**src/rlc_defines.svh**
```systemverilog
// Constants for the repeat-loop control block
`ifndef RLC_DEFINES_SVH
`define RLC_DEFINES_SVH
`define RLC_CNT_W 16
`define RLC_ADDR_W 16
`define RLC_IRQ_W 16
`define RLC_SINGLE_REPEAT_COUNTER_RESET 16'h0000
`define RLC_BLOCK_REPEAT_COUNT_RESET 16'h0000
`define RLC_ADDR_RESET 16'h0000
`define RLC_IRQ_RESET 16'h0000
`define RLC_REG_SEL_W 2
`define RLC_SEL_SINGLE_REPEAT_COUNTER 2'h0
`define RLC_SEL_BLOCK_REPEAT_COUNT 2'h1
`define RLC_SEL_BLOCK_START_ADDRESS 2'h2
`define RLC_SEL_BLOCK_END_ADDRESS 2'h3
`endif

```
**src/rlc_pkg.sv**
```systemverilog
// Types for the repeat-loop control block
package rlc_pkg;
	typedef enum logic [1:0]
	{
		RLC_IDLE = 2'b00,
		RLC_ARMED = 2'b01,
		RLC_RUN = 2'b10
	} rlc_srep_type;
endpackage
```
**src/rlc_core.sv**
```systemverilog
// Single and block repeat control with interrupt deferral
`timescale 1ns/1ps
`include "rlc_defines.svh"

// Summary of operation
// RULE_01: Single-repeat counter is 16 bits; value N runs next instruction N+1 times.
// RULE_02: Only the two repeat instructions load the counter; at most 65,536 runs. Code also loads it from a register write while idle.
// RULE_03: Reset clears the single-repeat counter to zero.
// RULE_04: Zeroing repeat clears accumulator and product register before first repetition.
// RULE_05: From repeat decode until loop completion, all interrupts but reset are masked.
// RULE_06: Software should not write the single-repeat counter directly.
// RULE_07: Repeated multicycle instructions are pipelined, completing one per cycle.
// RULE_08: Branches, calls, returns, idle, traps, immediates are never repeated.
// RULE_09: One set of block registers; nesting needs software save and restore.
// RULE_10: Software sets block end address to last word of the block.
// RULE_11: End on first word of two-word instruction substitutes loop's first instruction.
// RULE_12: PC holds start address before last instruction executes; calls push it.
// RULE_13: No interrupt path while last two words of a block are fetched.
// RULE_14: Interrupt in final words: taken at loop top, or after exit on last pass.
// RULE_15: Interrupts and calls inside a block trap out; the block resumes on return.
// RULE_16: Single repeats and aux-not-zero branch loops work inside an active block.
// RULE_17: Setting the active flag re-arms the restored outer block loop.
// RULE_18: Incoming interrupts are latched at once even when the branch is deferred.
// RULE_19: A latched interrupt stays in the flag register until recognised.
// RULE_20: At end address fetch, counter decrements and loops while nonzero, else falls through.
module rlc_core
	import rlc_pkg::*;
#(
	parameter int CNT_W = `RLC_CNT_W,
	parameter int ADDR_W = `RLC_ADDR_W,
	parameter int IRQ_W = `RLC_IRQ_W
)
(
	// Clock and reset
	input wire logic i_clk,
	input wire logic i_reset_n,
	// Decode of repeat instructions
	input wire logic i_rpt_decode,
	input wire logic i_rpt_zero,
	input wire logic [CNT_W-1:0] i_rpt_count,
	input wire logic i_block_repeat_instruction_decode,
	// Executed instruction class from decode
	input wire logic i_exec_valid,
	input wire logic i_exec_repeatable,
	// Fetch stage
	input wire logic i_fetch_valid,
	input wire logic [ADDR_W-1:0] i_fetch_addr,
	input wire logic i_fetch_two_word,
	// Memory-mapped register writes
	input wire logic i_mmr_we,
	input wire logic [`RLC_REG_SEL_W-1:0] i_mmr_sel,
	input wire logic [CNT_W-1:0] i_mmr_wdata,
	input wire logic i_block_repeat_active_flag_set,
	// Interrupts
	input wire logic [IRQ_W-1:0] i_irq,
	input wire logic [IRQ_W-1:0] i_irq_ack,
	// Status and control outputs
	output logic [CNT_W-1:0] o_single_repeat_counter,
	output logic [CNT_W-1:0] o_block_repeat_count,
	output logic [ADDR_W-1:0] o_block_start_address,
	output logic [ADDR_W-1:0] o_block_end_address,
	output logic o_block_repeat_active_flag,
	output logic o_repeat_hold,
	output logic o_clear_acc_product_register,
	output logic o_pipeline_repeat,
	output logic o_not_repeatable,
	output logic o_fetch_redirect,
	output logic [ADDR_W-1:0] o_fetch_target,
	output logic o_suppress_second_word,
	output logic o_irq_mask,
	output logic [IRQ_W-1:0] o_interrupt_flag_register
);
	rlc_srep_type srep_q, srep_d;
	logic [CNT_W-1:0] single_repeat_counter_q, single_repeat_counter_d;
	logic [CNT_W-1:0] block_repeat_count_q, block_repeat_count_d;
	logic [ADDR_W-1:0] block_start_address_q, block_start_address_d;
	logic [ADDR_W-1:0] block_end_address_q, block_end_address_d;
	logic block_repeat_active_flag_q, block_repeat_active_flag_d;
	logic [IRQ_W-1:0] irq_s1_q, irq_s2_q, irq_s3_q;
	logic [IRQ_W-1:0] ifr_q, ifr_d;
	logic hold_q, zero_q, pipe_q, nrep_q, redir_q, supp_q, mask_q;
	logic [ADDR_W-1:0] target_q;
	logic near_end_q;

	// Decode of fetch position within the block, repeat state, interrupt edges and register selects
	wire logic at_end = block_repeat_active_flag_q && i_fetch_valid && (i_fetch_addr == block_end_address_q);
	wire logic [ADDR_W-1:0] end_m1 = block_end_address_q - ADDR_W'(1);
	wire logic at_end_m1 = block_repeat_active_flag_q && i_fetch_valid && (i_fetch_addr == end_m1);
	wire logic loop_back = at_end && (block_repeat_count_q != '0);
	wire logic srep_busy = (srep_q != RLC_IDLE);
	wire logic srep_last = (srep_q == RLC_RUN) && i_exec_valid && (single_repeat_counter_q == '0);
	wire logic irq_edge_any = |(irq_s2_q & ~irq_s3_q);
	wire logic near_end = at_end || at_end_m1;
	wire logic mmr_single_repeat_counter = i_mmr_we && (i_mmr_sel == `RLC_SEL_SINGLE_REPEAT_COUNTER);
	wire logic mmr_block_repeat_count = i_mmr_we && (i_mmr_sel == `RLC_SEL_BLOCK_REPEAT_COUNT);
	wire logic mmr_block_start_address = i_mmr_we && (i_mmr_sel == `RLC_SEL_BLOCK_START_ADDRESS);
	wire logic mmr_block_end_address = i_mmr_we && (i_mmr_sel == `RLC_SEL_BLOCK_END_ADDRESS);

	// Single repeat state machine
	always_comb
	begin
		srep_d = srep_q;
		single_repeat_counter_d = single_repeat_counter_q;
		case (srep_q)
			RLC_IDLE:
			begin
				if (i_rpt_decode)
				begin
					srep_d = RLC_ARMED; // see RULE_05
					single_repeat_counter_d = i_rpt_count; // see RULE_01 RULE_02
				end
				else if (mmr_single_repeat_counter)
				begin
					single_repeat_counter_d = i_mmr_wdata; // see RULE_06
				end
			end
			RLC_ARMED:
			begin
				if (i_exec_valid)
				begin
					if (!i_exec_repeatable)
					begin
						srep_d = RLC_IDLE; // see RULE_08
						single_repeat_counter_d = '0;
					end
					else if (single_repeat_counter_q == '0)
					begin
						srep_d = RLC_IDLE;
					end
					else
					begin
						srep_d = RLC_RUN;
						single_repeat_counter_d = single_repeat_counter_q - CNT_W'(1);
					end
				end
			end
			RLC_RUN:
			begin
				if (i_exec_valid)
				begin
					if (single_repeat_counter_q == '0)
					begin
						srep_d = RLC_IDLE; // see RULE_01
					end
					else
					begin
						single_repeat_counter_d = single_repeat_counter_q - CNT_W'(1); // see RULE_07
					end
				end
			end
			default:
			begin
				srep_d = RLC_IDLE;
				single_repeat_counter_d = '0;
			end
		endcase
	end

	// Block repeat registers; block counter steps only on end fetch
	always_comb
	begin
		block_repeat_count_d = mmr_block_repeat_count ? i_mmr_wdata : block_repeat_count_q; // see RULE_09
		block_start_address_d = mmr_block_start_address ? i_mmr_wdata[ADDR_W-1:0] : block_start_address_q;
		block_end_address_d = mmr_block_end_address ? i_mmr_wdata[ADDR_W-1:0] : block_end_address_q; // see RULE_10
		block_repeat_active_flag_d = block_repeat_active_flag_q;
		if (at_end)
		begin
			if (loop_back)
			begin
				block_repeat_count_d = block_repeat_count_q - CNT_W'(1); // see RULE_20
			end
			else
			begin
				block_repeat_active_flag_d = 1'b0; // see RULE_20
			end
		end
		if (i_block_repeat_instruction_decode || i_block_repeat_active_flag_set)
		begin
			block_repeat_active_flag_d = 1'b1; // see RULE_17
		end
	end

	// Flags set by hardware win over acknowledge
	assign ifr_d = (ifr_q & ~i_irq_ack) | (irq_s2_q & ~irq_s3_q); // see RULE_18 RULE_19

	always_ff @(posedge i_clk or negedge i_reset_n)
	begin
		if (!i_reset_n)
		begin
			srep_q <= RLC_IDLE;
			single_repeat_counter_q <= `RLC_SINGLE_REPEAT_COUNTER_RESET; // see RULE_03
			block_repeat_count_q <= `RLC_BLOCK_REPEAT_COUNT_RESET;
			block_start_address_q <= `RLC_ADDR_RESET;
			block_end_address_q <= `RLC_ADDR_RESET;
			block_repeat_active_flag_q <= 1'b0;
			ifr_q <= `RLC_IRQ_RESET;
			near_end_q <= 1'b0;
		end
		else
		begin
			srep_q <= srep_d;
			single_repeat_counter_q <= single_repeat_counter_d;
			block_repeat_count_q <= block_repeat_count_d;
			block_start_address_q <= block_start_address_d;
			block_end_address_q <= block_end_address_d;
			block_repeat_active_flag_q <= block_repeat_active_flag_d;
			ifr_q <= ifr_d;
			near_end_q <= near_end;
		end
	end

	// Interrupt pins are asynchronous; third stage is the edge history
	always_ff @(posedge i_clk or negedge i_reset_n)
	begin
		if (!i_reset_n)
		begin
			irq_s1_q <= '0;
			irq_s2_q <= '0;
			irq_s3_q <= '0;
		end
		else
		begin
			irq_s1_q <= i_irq;
			irq_s2_q <= irq_s1_q;
			irq_s3_q <= irq_s2_q;
		end
	end

	// Registered control outputs
	always_ff @(posedge i_clk or negedge i_reset_n)
	begin
		if (!i_reset_n)
		begin
			hold_q <= 1'b0;
			zero_q <= 1'b0;
			pipe_q <= 1'b0;
			nrep_q <= 1'b0;
			redir_q <= 1'b0;
			target_q <= '0;
			supp_q <= 1'b0;
			mask_q <= 1'b0;
		end
		else
		begin
			hold_q <= (srep_d != RLC_IDLE);
			zero_q <= i_rpt_decode && i_rpt_zero && !srep_busy; // see RULE_04
			pipe_q <= (srep_d == RLC_RUN); // see RULE_07
			nrep_q <= (srep_q == RLC_ARMED) && i_exec_valid && !i_exec_repeatable; // see RULE_08
			// Redirect at end fetch so PC holds the top before the last executes
			redir_q <= loop_back; // see RULE_12 RULE_15 RULE_16
			target_q <= block_start_address_q;
			supp_q <= loop_back && i_fetch_two_word; // see RULE_11
			// Masked during single repeat and final two words of a block
			mask_q <= i_rpt_decode || (srep_d != RLC_IDLE) || near_end; // see RULE_05 RULE_13 RULE_14
		end
	end

	assign o_single_repeat_counter = single_repeat_counter_q;
	assign o_block_repeat_count = block_repeat_count_q;
	assign o_block_start_address = block_start_address_q;
	assign o_block_end_address = block_end_address_q;
	assign o_block_repeat_active_flag = block_repeat_active_flag_q;
	assign o_repeat_hold = hold_q;
	assign o_clear_acc_product_register = zero_q;
	assign o_pipeline_repeat = pipe_q;
	assign o_not_repeatable = nrep_q;
	assign o_fetch_redirect = redir_q;
	assign o_fetch_target = target_q;
	assign o_suppress_second_word = supp_q;
	assign o_irq_mask = mask_q;
	assign o_interrupt_flag_register = ifr_q;

	a_single_repeat_counter_reset_zero: assert property (@(posedge i_clk) $rose(i_reset_n) |-> single_repeat_counter_q == '0) // see RULE_03
		else $error("repeat counter not zero after reset");
	a_rpt_load_count: assert property (@(posedge i_clk) disable iff (!i_reset_n)
		(i_rpt_decode && !srep_busy) |=> single_repeat_counter_q == $past(i_rpt_count)) // see RULE_01
		else $error("repeat counter not loaded");
	a_rpt_step_down: assert property (@(posedge i_clk) disable iff (!i_reset_n)
		((srep_q == RLC_RUN) && i_exec_valid && single_repeat_counter_q != '0) |=> single_repeat_counter_q == $past(single_repeat_counter_q) - CNT_W'(1)) // see RULE_07
		else $error("repeat counter did not step");
	a_repeat_with_zeroing_clears: assert property (@(posedge i_clk) disable iff (!i_reset_n)
		(i_rpt_decode && i_rpt_zero && !srep_busy) |=> o_clear_acc_product_register) // see RULE_04
		else $error("zeroing repeat did not clear");
	a_rpt_masks_irq: assert property (@(posedge i_clk) disable iff (!i_reset_n)
		srep_busy |-> o_irq_mask) // see RULE_05
		else $error("interrupt unmasked during repeat");
	a_rpt_ends_idle: assert property (@(posedge i_clk) disable iff (!i_reset_n)
		srep_last |=> srep_q == RLC_IDLE ##1 !o_pipeline_repeat) // see RULE_01
		else $error("repeat did not end");
	a_nonrep_abort: assert property (@(posedge i_clk) disable iff (!i_reset_n)
		((srep_q == RLC_ARMED) && i_exec_valid && !i_exec_repeatable) |=> o_not_repeatable && srep_q == RLC_IDLE) // see RULE_08
		else $error("nonrepeatable instruction repeated");
	a_end_mask_irq: assert property (@(posedge i_clk) disable iff (!i_reset_n)
		near_end |=> o_irq_mask) // see RULE_13
		else $error("interrupt open in block tail");
	a_loop_redirect: assert property (@(posedge i_clk) disable iff (!i_reset_n)
		loop_back |=> o_fetch_redirect && o_fetch_target == $past(block_start_address_q) && block_repeat_count_q == $past(block_repeat_count_q) - CNT_W'(1)) // see RULE_20
		else $error("block loop did not redirect");
	a_loop_exit: assert property (@(posedge i_clk) disable iff (!i_reset_n)
		(at_end && block_repeat_count_q == '0 && !i_block_repeat_active_flag_set && !i_block_repeat_instruction_decode) |=> !block_repeat_active_flag_q && !o_fetch_redirect) // see RULE_20
		else $error("block loop did not exit");
	a_two_word_sub: assert property (@(posedge i_clk) disable iff (!i_reset_n)
		(loop_back && i_fetch_two_word) |=> o_suppress_second_word) // see RULE_11
		else $error("second word not substituted");
	a_irq_latched: assert property (@(posedge i_clk) disable iff (!i_reset_n)
		(irq_s2_q[0] && !irq_s3_q[0]) |=> ifr_q[0]) // see RULE_18
		else $error("interrupt not latched");
	a_irq_held: assert property (@(posedge i_clk) disable iff (!i_reset_n)
		(ifr_q[0] && !i_irq_ack[0]) |=> ifr_q[0]) // see RULE_19
		else $error("latched interrupt lost");
	a_block_repeat_active_flag_rearm: assert property (@(posedge i_clk) disable iff (!i_reset_n)
		i_block_repeat_active_flag_set |=> block_repeat_active_flag_q) // see RULE_17
		else $error("active flag not re-armed");
	a_irq_edge_seen: assert property (@(posedge i_clk) disable iff (!i_reset_n)
		irq_edge_any |=> |ifr_q)
		else $error("interrupt edge dropped");
	a_near_end_track: assert property (@(posedge i_clk) disable iff (!i_reset_n)
		near_end_q |-> o_irq_mask) // see RULE_14
		else $error("tail mask missing");
	// Busy repeat must refuse a fresh load of its counter
	a_rpt_refuse_busy: assert property (@(posedge i_clk) disable iff (!i_reset_n)
		(srep_busy && i_rpt_decode && !i_exec_valid) |=> single_repeat_counter_q == $past(single_repeat_counter_q)) // see RULE_02
		else $error("busy repeat counter reloaded");
	a_pipe_in_run: assert property (@(posedge i_clk) disable iff (!i_reset_n)
		(srep_q == RLC_RUN) |-> o_pipeline_repeat) // see RULE_07
		else $error("repeat run not pipelined");
	a_hold_tracks: assert property (@(posedge i_clk) disable iff (!i_reset_n)
		srep_busy |-> o_repeat_hold) // see RULE_05
		else $error("repeat hold missing");
	a_zero_pulse: assert property (@(posedge i_clk) disable iff (!i_reset_n)
		o_clear_acc_product_register |=> !o_clear_acc_product_register) // see RULE_04
		else $error("clear pulse too long");
	a_block_repeat_instruction_arms: assert property (@(posedge i_clk) disable iff (!i_reset_n)
		i_block_repeat_instruction_decode |=> block_repeat_active_flag_q) // see RULE_17
		else $error("block repeat not armed");
	a_target_start: assert property (@(posedge i_clk) disable iff (!i_reset_n)
		loop_back |=> o_fetch_target == $past(block_start_address_q)) // see RULE_12
		else $error("redirect target not block start");
	a_single_repeat_counter_mmr_write: assert property (@(posedge i_clk) disable iff (!i_reset_n)
		(mmr_single_repeat_counter && !srep_busy && !i_rpt_decode) |=> single_repeat_counter_q == $past(i_mmr_wdata)) // see RULE_06
		else $error("counter register write lost");
endmodule

```
**config.mk**
```make
export PLATFORM = sky130hd
export DESIGN_NAME = rlc_core
export DESIGN_NICKNAME = d
export VERILOG_FILES = /design/src/rlc_pkg.sv /design/src/rlc_core.sv
export VERILOG_INCLUDE_DIRS = /design/src /design/src/src
export SDC_FILE = /design/constraint.sdc
export NUM_CORES = 1
export LEC_CHECK = 0
export BUFFER_PORTS_ARGS = -buffer_cell sky130_fd_sc_hd__clkbuf_2
export CAP_MARGIN = 20
export CORE_UTILIZATION = 56
export CTS_CLUSTER_DIAMETER = 100
export DETAILED_ROUTE_END_ITERATION = 7
export PLACE_DENSITY = 0.9
export SYNTH_ARGS = -nofsm -noshare
export SYNTH_HDL_FRONTEND = slang
export SYNTH_SLANG_ARGS = --single-unit
```
**constraint.sdc**
```tcl
create_clock -name i_clk -period 4.8 [get_ports i_clk]
set_input_delay 0.96 -clock i_clk [delete_from_list [all_inputs] [get_ports i_clk]]
set_output_delay 0.96 -clock i_clk [all_outputs]
set_load 0.05 [all_outputs]
```
==> results.yml, run 1 <==
logic_synthesis:
  synthArstFlopShare_pct: 100.0
  avgSynthCellArea_sq_um: 11.39
  yosys-top-cells-area: "dfrtp_1, mux2_2, inv_1"
  netlist.area_leader.share_pct: 56.40
  syn_area_sq_um: 6833
  synth_mux_area_share_pct: 7.782
  synthesis.nets: 698
  synth_compound_area_share_pct: 12.96
  synth_top_family_by_area: "simple AND/OR/NAND/NOR gates"
  synth-seq-area-share_pct: 56.40
  synth_edf_count: 0
  synth.distinct_cells: 64
  synth-main-ff-cell: "dfrtp_1"
  yosys-top-cells-count: "dfrtp_1, inv_1, mux2_2"
  synthAdderAreaFrac_pct: 0.9156
  syn_inst: 600
  yosysMostFrequentCell: "dfrtp_1"
  ys_ff_latch: 154
  yosys_warnings: 0
  synth_top_area_cell: "dfrtp_1"
  synth_xor_area_share_pct: 2.948
  yosys.area_share.simple_pct: 14.01
place:
  gp_congestion: 0.9071
  placed_area_sq_um: 7919
  io_buffers: 196
  hpwl_mm: 13.60
global_routing:
  grt_pass1_vias: 5678
  antenna_found_initial: 0
  grt_use_total_pct: 31.29
  grt_pass1_wl_mm: 29.73
  grt_max_degree: 92
  grt-ovfl-total: 0
floorplan:
  fp.dieH_microns: 112.5
  pin_count: 197
  coreArea_sq_um: 11660
  num_rows: 39
  die_x_microns: 112.5
  die_area_sq_um: 12650
  initial_core_util_pct: 58.59
clock_network:
  cts_tree: "done"
  ctsResizeCount: 0
  insertion_delay_ps: 430
  cts.hold.buffers_added: 0
  cts_buffers: 17
  cts.htree.levels: 4
  clkSinkCount: 154
  post-cts-setup-buffer-count: 0
  ctsRootBufferMaster: "clkbuf_16"
  clkTransAtPathRegs_ps: 60
  clk_path_buf_depth: 2
worst_setup_path:
  cp_max_fo: 26
  regToRegSetupSlack_ps: 1850
  crit_chain: "clkbuf_2, xor2_1, or4_4, nor4_4, and3_1, buf_4, mux2i_1, o211a_1"
  critical_path.slowest_cell: "or4_4"
  rr_worst_depth: 7
  worst_ep_arrival_time_ps: 3380
  crit_family: "simple AND/OR/NAND/NOR gates"
  r2r_start: "o_block_end_address[0]"
  critical_path_class: "in -> reg"
  crit_buf_inv: 2
  cp-end-kind: "flop"
  cpPeakStageDelay_ps: 550
  r2r-end: "o_block_repeat_count[12]"
  critPathLaunchType: "input pin"
  required_ps: 5110
route:
  drt_iter0_drc: 470
  first_pass_iters: 7
  viasPerCell: 5.990
  avgRoutedWirePerCell_microns: 19.75
  drc: 0
  ant_nets: 0
  wl_mm: 18.86
  dr_total_vias: 5720
sta:
  max_freq_mhz: 326.1
  drv_slew: 0
  relSlewSlack_pct: 41.20
  finClkSkew_ps: 9.063
  rsz0062_at_grt: "no"
  period_needed_ps: 3067
  period_share_pct: 63.89
  finalSetupViolations: 0
  setup-tns-final_ps: 0
  hold_violations: 0
  tightest_slew_ps: 879.6
layout:
  finalInstanceArea_sq_um: 8511
  fin_nets: 897
  antenna_cells: 0
  area_growth_pct: 24.56
  drive_above_1_share_pct: 35.71
min_path:
  min_from: "irq_s1_q[13]"
  hold_path.class: "reg -> reg"
  hold_path_end: "irq_s2_q[13]"
  whs_path_depth: 0
run_status:
  status: "completed"
power_and_ir_drop:
  powerDensity_nw_per_um2: 547.9
  power_mw: 4.663
  peakVddDrop_mv: 0.3107
  p_leak_nw: 4.085
run:
  cap_violations: 0
## placed cells by master (no fill, tap or decap), drive strengths merged, types with 3 or more instances in the layout
cell type	n
a22oi	7
nor2	28
buf	8
and2	5
nand4	4
a222oi	5
nand3b	4
o211ai	3
clkinv	3
mux2i	16
a31oi	6
or2	3
nor3b	4
a21o	3
xor2	16
dfrtp	154
and4	3
or3	8
nand2	16
or4	6
ha	5
o21ai	28
nand3	14
a211oi	13
inv	68
nand2b	4
clkbuf	212
mux2	33
and3	13
a21oi	17
nor3	31
nor4	11
nor2b	4
o22ai	19
xnor2	7
a221oi	5
o221a	3
## sequential cells by signal, indices dropped and copies added, names as in the netlist, 2 cells and up
signal and cells:
o_single_repeat_counter 16, o_fetch_target 16, o_block_repeat_count 16, irq_s1_q 16
irq_s3_q 16, srep_q 2, o_interrupt_flag_register 16, irq_s2_q 16
o_block_end_address 16, o_block_start_address 16
## metal layers
layer	vias to the layer above	part of all wire, %	global-route usage [%]
met3	38	11	10.31
met4	0	2.1	10.76
met1	2767	41	40.92
met5	-	0	0
met2	340	46	49.28
li1	2575	-	-
## power breakdown
group	internal, mW	switching [mW]	leakage [nW]
logic	0.461	1.19	1.98
registers	1.50	0.227	1.83
clock network	0.691	0.589	0.279
total	2.65	2.01	4.09
## layout make-up
type | instances | area, sq um
Clock buffer | 17 | 425.4
Inverter | 58 | 217.7
Multi-Input combinational cell | 365 | 2644
Timing Repair Buffer | 203 | 1044
Sequential cell | 154 | 3854
Fill cell | 807 | 3152
Clock inverter | 15 | 147.6
Tap cell | 143 | 178.9
## how the worst max path moves through the flow
| stage | startpoint | to | slack (ps) | cells after the start |
|---|---|---|---|---|
| 5_1_grt | i_fetch_addr[15] | o_block_repeat_count[13] | 1560 | 8 |
| 3_5_place_dp | i_fetch_addr[15] | o_block_repeat_count[15] | 1320 | 8 |
| 3_3_place_gp | i_fetch_addr[5] | o_block_repeat_count[11] | 1400 | 8 |
| 4_1_cts | i_fetch_addr[15] | o_block_repeat_count[15] | 1770 | 8 |
| 2_1_floorplan | i_fetch_addr[15] | o_block_repeat_count[6] | 1860 | 7 |
| 6_report | i_fetch_addr[15] | o_block_repeat_count[12] | 1730 | 8 |
## worst register-to-register path: stages (launching register included)
cell	delay [ps]
dfrtp_1	460
xor2_1	220
or4_4	560
nor4_4	340
and3_1	500
buf_4	390
mux2i_1	130
o211a_1	240
## per-stage QoR
step                cells  util [%]  setup slack [ps]  hold WS [ps]
floorplan             600         -              1860         331.2
global placement      921     67.90              1395         332.1
detailed placement    921     67.90              1319         335.6
CTS                   953     72.81              1769         349.4
global route          955     72.98              1563         362.7
finish                955     72.98              1733         348.2
## cell families after synthesis
kind of cell,count (synthesis)
DFF,154
and+or+nand+nor,163
muxes,49
buffers and inverters,81
AOI/OAI and AO/OA,125
adders and majority gates,5
xor gates and xnor gates,23
(Power assumes the default switching activity.)
==> run 2, diff against run 1 <==
--- a/config.mk
+++ b/config.mk
@@ -6,12 +6,13 @@
 export SDC_FILE = /design/constraint.sdc
 export NUM_CORES = 1
 export LEC_CHECK = 0
+export ABC_AREA = 1
 export BUFFER_PORTS_ARGS = -buffer_cell sky130_fd_sc_hd__clkbuf_2
 export CAP_MARGIN = 20
-export CORE_UTILIZATION = 56
+export CORE_UTILIZATION = 53
 export CTS_CLUSTER_DIAMETER = 100
 export DETAILED_ROUTE_END_ITERATION = 7
-export PLACE_DENSITY = 0.9
+export PLACE_DENSITY = 0.86
 export SYNTH_ARGS = -nofsm -noshare
 export SYNTH_HDL_FRONTEND = slang
 export SYNTH_SLANG_ARGS = --single-unit
==> constraint.sdc (replaced) <==
create_clock -name i_clk -period 3 [get_ports i_clk]
set_input_delay 0.6 -clock i_clk [delete_from_list [all_inputs] [get_ports i_clk]]
set_output_delay 0.6 -clock i_clk [all_outputs]
set_load 0.05 [all_outputs]
==> run 2 against run 1 <==
Hold slack got worse by 150 ps. Synthesized cell count increased by 42%. Design area up 5.4%. Sequential power rose by 59%. Largest cell class unchanged. Largest power group is now combinational logic.
==> results.yml, run 2 <==
logic_synthesis:
  synth_mux_area_share_pct: 0
  yosys-top-cells-area: "dfrtp_1, nand2_1, inv_1"
  yosys-top-cells-count: "nand2_1, dfrtp_1, inv_1"
  yosys.area_share.simple_pct: 25.94
  synthAdderAreaFrac_pct: 0.8636
  synthesis.nets: 948
  ys_ff_latch: 154
  syn_inst: 850
  synth_xor_area_share_pct: 4.922
  yosysMostFrequentCell: "nand2_1"
  synth_edf_count: 0
  syn_area_sq_um: 7244
  synth_top_family_by_area: "simple AND/OR/NAND/NOR gates"
  synthArstFlopShare_pct: 100.0
  synth_compound_area_share_pct: 7.876
  synth_top_area_cell: "dfrtp_1"
  avgSynthCellArea_sq_um: 8.523
  synth-seq-area-share_pct: 53.20
  synth-main-ff-cell: "dfrtp_1"
  netlist.area_leader.share_pct: 53.20
  synth.distinct_cells: 32
  yosys_warnings: 0
layout:
  mostFrequentLayoutCell: "nand2_1"
  antenna_cells: 0
  layout_common_cells: "nand2_1, clkbuf_2, dfrtp_1"
  finalInstanceArea_sq_um: 8967
  fill_cells: 1072
  fin_nets: 1149
  area_growth_pct: 23.78
  stdcell_count: 1240
  drive_above_1_share_pct: 26.03
floorplan:
  initial_core_util_pct: 54.49
  die_area_sq_um: 14140
  pin_count: 197
  fp.dieH_microns: 118.9
  die_x_microns: 118.9
  coreArea_sq_um: 13300
  num_rows: 42
route:
  topRoutingLayerUsed: "met4"
  wl_met3_mm: 1.190
  first_pass_iters: 5
  drt_iter0_drc: 482
  dr_wl_met2_mm: 9.537
  wl_mm: 19.50
  drc: 0
  ant_nets: 0
  avgRoutedWirePerCell_microns: 15.72
  dr_total_vias: 6601
  met1Wirelength_mm: 8.192
  viasPerCell: 5.323
worst_setup_path:
  cp_max_fo: 16
  critical_path.slowest_cell: "dfrtp_1"
  critical_path_class: "reg -> reg"
  crit_top_cell: "nand2_1"
  cpPeakStageDelay_ps: 460
  crit_chain: "xnor2_2, inv_1, nor3_1, nand2_1, nor2_4, nand3_4, nand2_1, nand2_1"
  required_ps: 3310
  worst_ep_arrival_time_ps: 2440
  cp-end-kind: "flop"
  critPathLaunchType: "flop"
place:
  placed_area_sq_um: 8401
  gp_congestion: 0.9572
  placedCellCount: 1208
  hpwl_mm: 14.58
  io_buffers: 196
clock_network:
  post-cts-setup-buffer-count: 0
  cts_buffers: 17
  clk_path_buf_depth: 2
  clkSinkCount: 154
  cts.htree.levels: 4
  clkTransAtPathRegs_ps: 60
  cts.hold.buffers_added: 0
  insertion_delay_ps: 420
  ctsResizeCount: 0
  cts_tree: "done"
  ctsRootBufferMaster: "clkbuf_16"
sta:
  rsz0062_at_grt: "no"
  drv_slew: 0
  hold_violations: 0
  period_share_pct: 71.22
  whs_ps: 196.1
  finalSetupViolations: 0
  max_freq_mhz: 468.0
  period_needed_ps: 2137
  finClkSkew_ps: 10.27
  relSlewSlack_pct: 32.80
  setup-tns-final_ps: 0
  tightest_slew_ps: 1005
global_routing:
  antenna_found_initial: 0
  grt_max_degree: 82
  grt_pass1_wl_mm: 30.95
  grt_pass1_vias: 6176
  grt-ovfl-total: 0
  grt_use_total_pct: 28.69
run_status:
  status: "completed"
min_path:
  hold_path.class: "in -> async"
power_and_ir_drop:
  seqPwrFrac_pct: 36.1
  power.switching_mw: 3.360
  peakVddDrop_mv: 0.5937
  intPower_mw: 4.264
  p_leak_nw: 4.772
  pwr-share-comb_pct: 37.1
  p_sw_share_pct: 44.07
  powerDensity_nw_per_um2: 850.2
  clock_power_share_pct: 26.8
run:
  cap_violations: 0
[run 2: critical path: cells and delay by family (launching register included)]
family,cells,cell delay (ps)
and+or+nand+nor,6,1210
DFF,1,460
xor gates and xnor gates,1,250
buffers and inverters,1,90
[run 2: layout make-up]
class                           instances  area [sq um]  share of cell area (%)
Clock inverter                         14         137.6                   1.535
Timing Repair Buffer                  202          1045                   11.65
Inverter                              110         412.9                   4.604
Sequential cell                       154          3854                   42.97
Tap cell                              176         220.2                   2.456
Multi-Input combinational cell        566          2869                   31.99
Clock buffer                           18         429.2                   4.786
[run 2: per-layer routing]
layer,up-vias,global-route usage [%]
li1,3142,-
met1,3114,37.51
met2,295,47.73
met3,50,5.220
met4,0,10.84
met5,-,0
[run 2: cell families (layout without fill, tap and decap cells)]
group           after synthesis  count (layout)
compound gates              102             102
buf+inv                     130             344
simple gates                426             426
fa+ha+maj                     5               5
xor+xnor                     33              33
flops                       154             154
[run 2: worst paths after layout]
check / start / endpoint / slack [ps] / cells after the start
worst min register to register: irq_s1_q[15] / irq_s2_q[15] / 350 / 0
max in group asynchronous: i_reset_n / o_block_end_address[4] / 2020 / 2
worst max register to register: o_block_end_address[11] / o_block_repeat_count[0] / 860 / 8
min in group i_clk: i_irq[7] / irq_s1_q[7] / 280 / 1
worst min-delay path: i_reset_n / irq_s1_q[3] / 200 / 1
worst max-delay path: o_block_end_address[11] / o_block_repeat_count[0] / 860 / 8
[run 2: metrics by stage]
step | setup slack [ps] | utilization, % | power [mW]
2_1_floorplan | 1123 | - | 4.779
3_3_place_gp | 747.1 | 63.18 | 5.491
3_5_place_dp | 680.0 | 63.18 | 5.554
4_1_cts | 906.9 | 67.45 | 7.626
5_1_grt | 659.3 | 67.45 | 8.016
6_report | 863.4 | 67.45 | 7.624
[run 2: power groups by stage]
stage	clock [mW]	combinational, mW	sequential, mW
6_report	2.04	2.83	2.75
5_1_grt	2.17	3.06	2.79
4_1_cts	2.07	2.82	2.74
3_5_place_dp	0	2.78	2.77
3_3_place_gp	0	2.73	2.76
2_1_floorplan	0	1.16	3.62
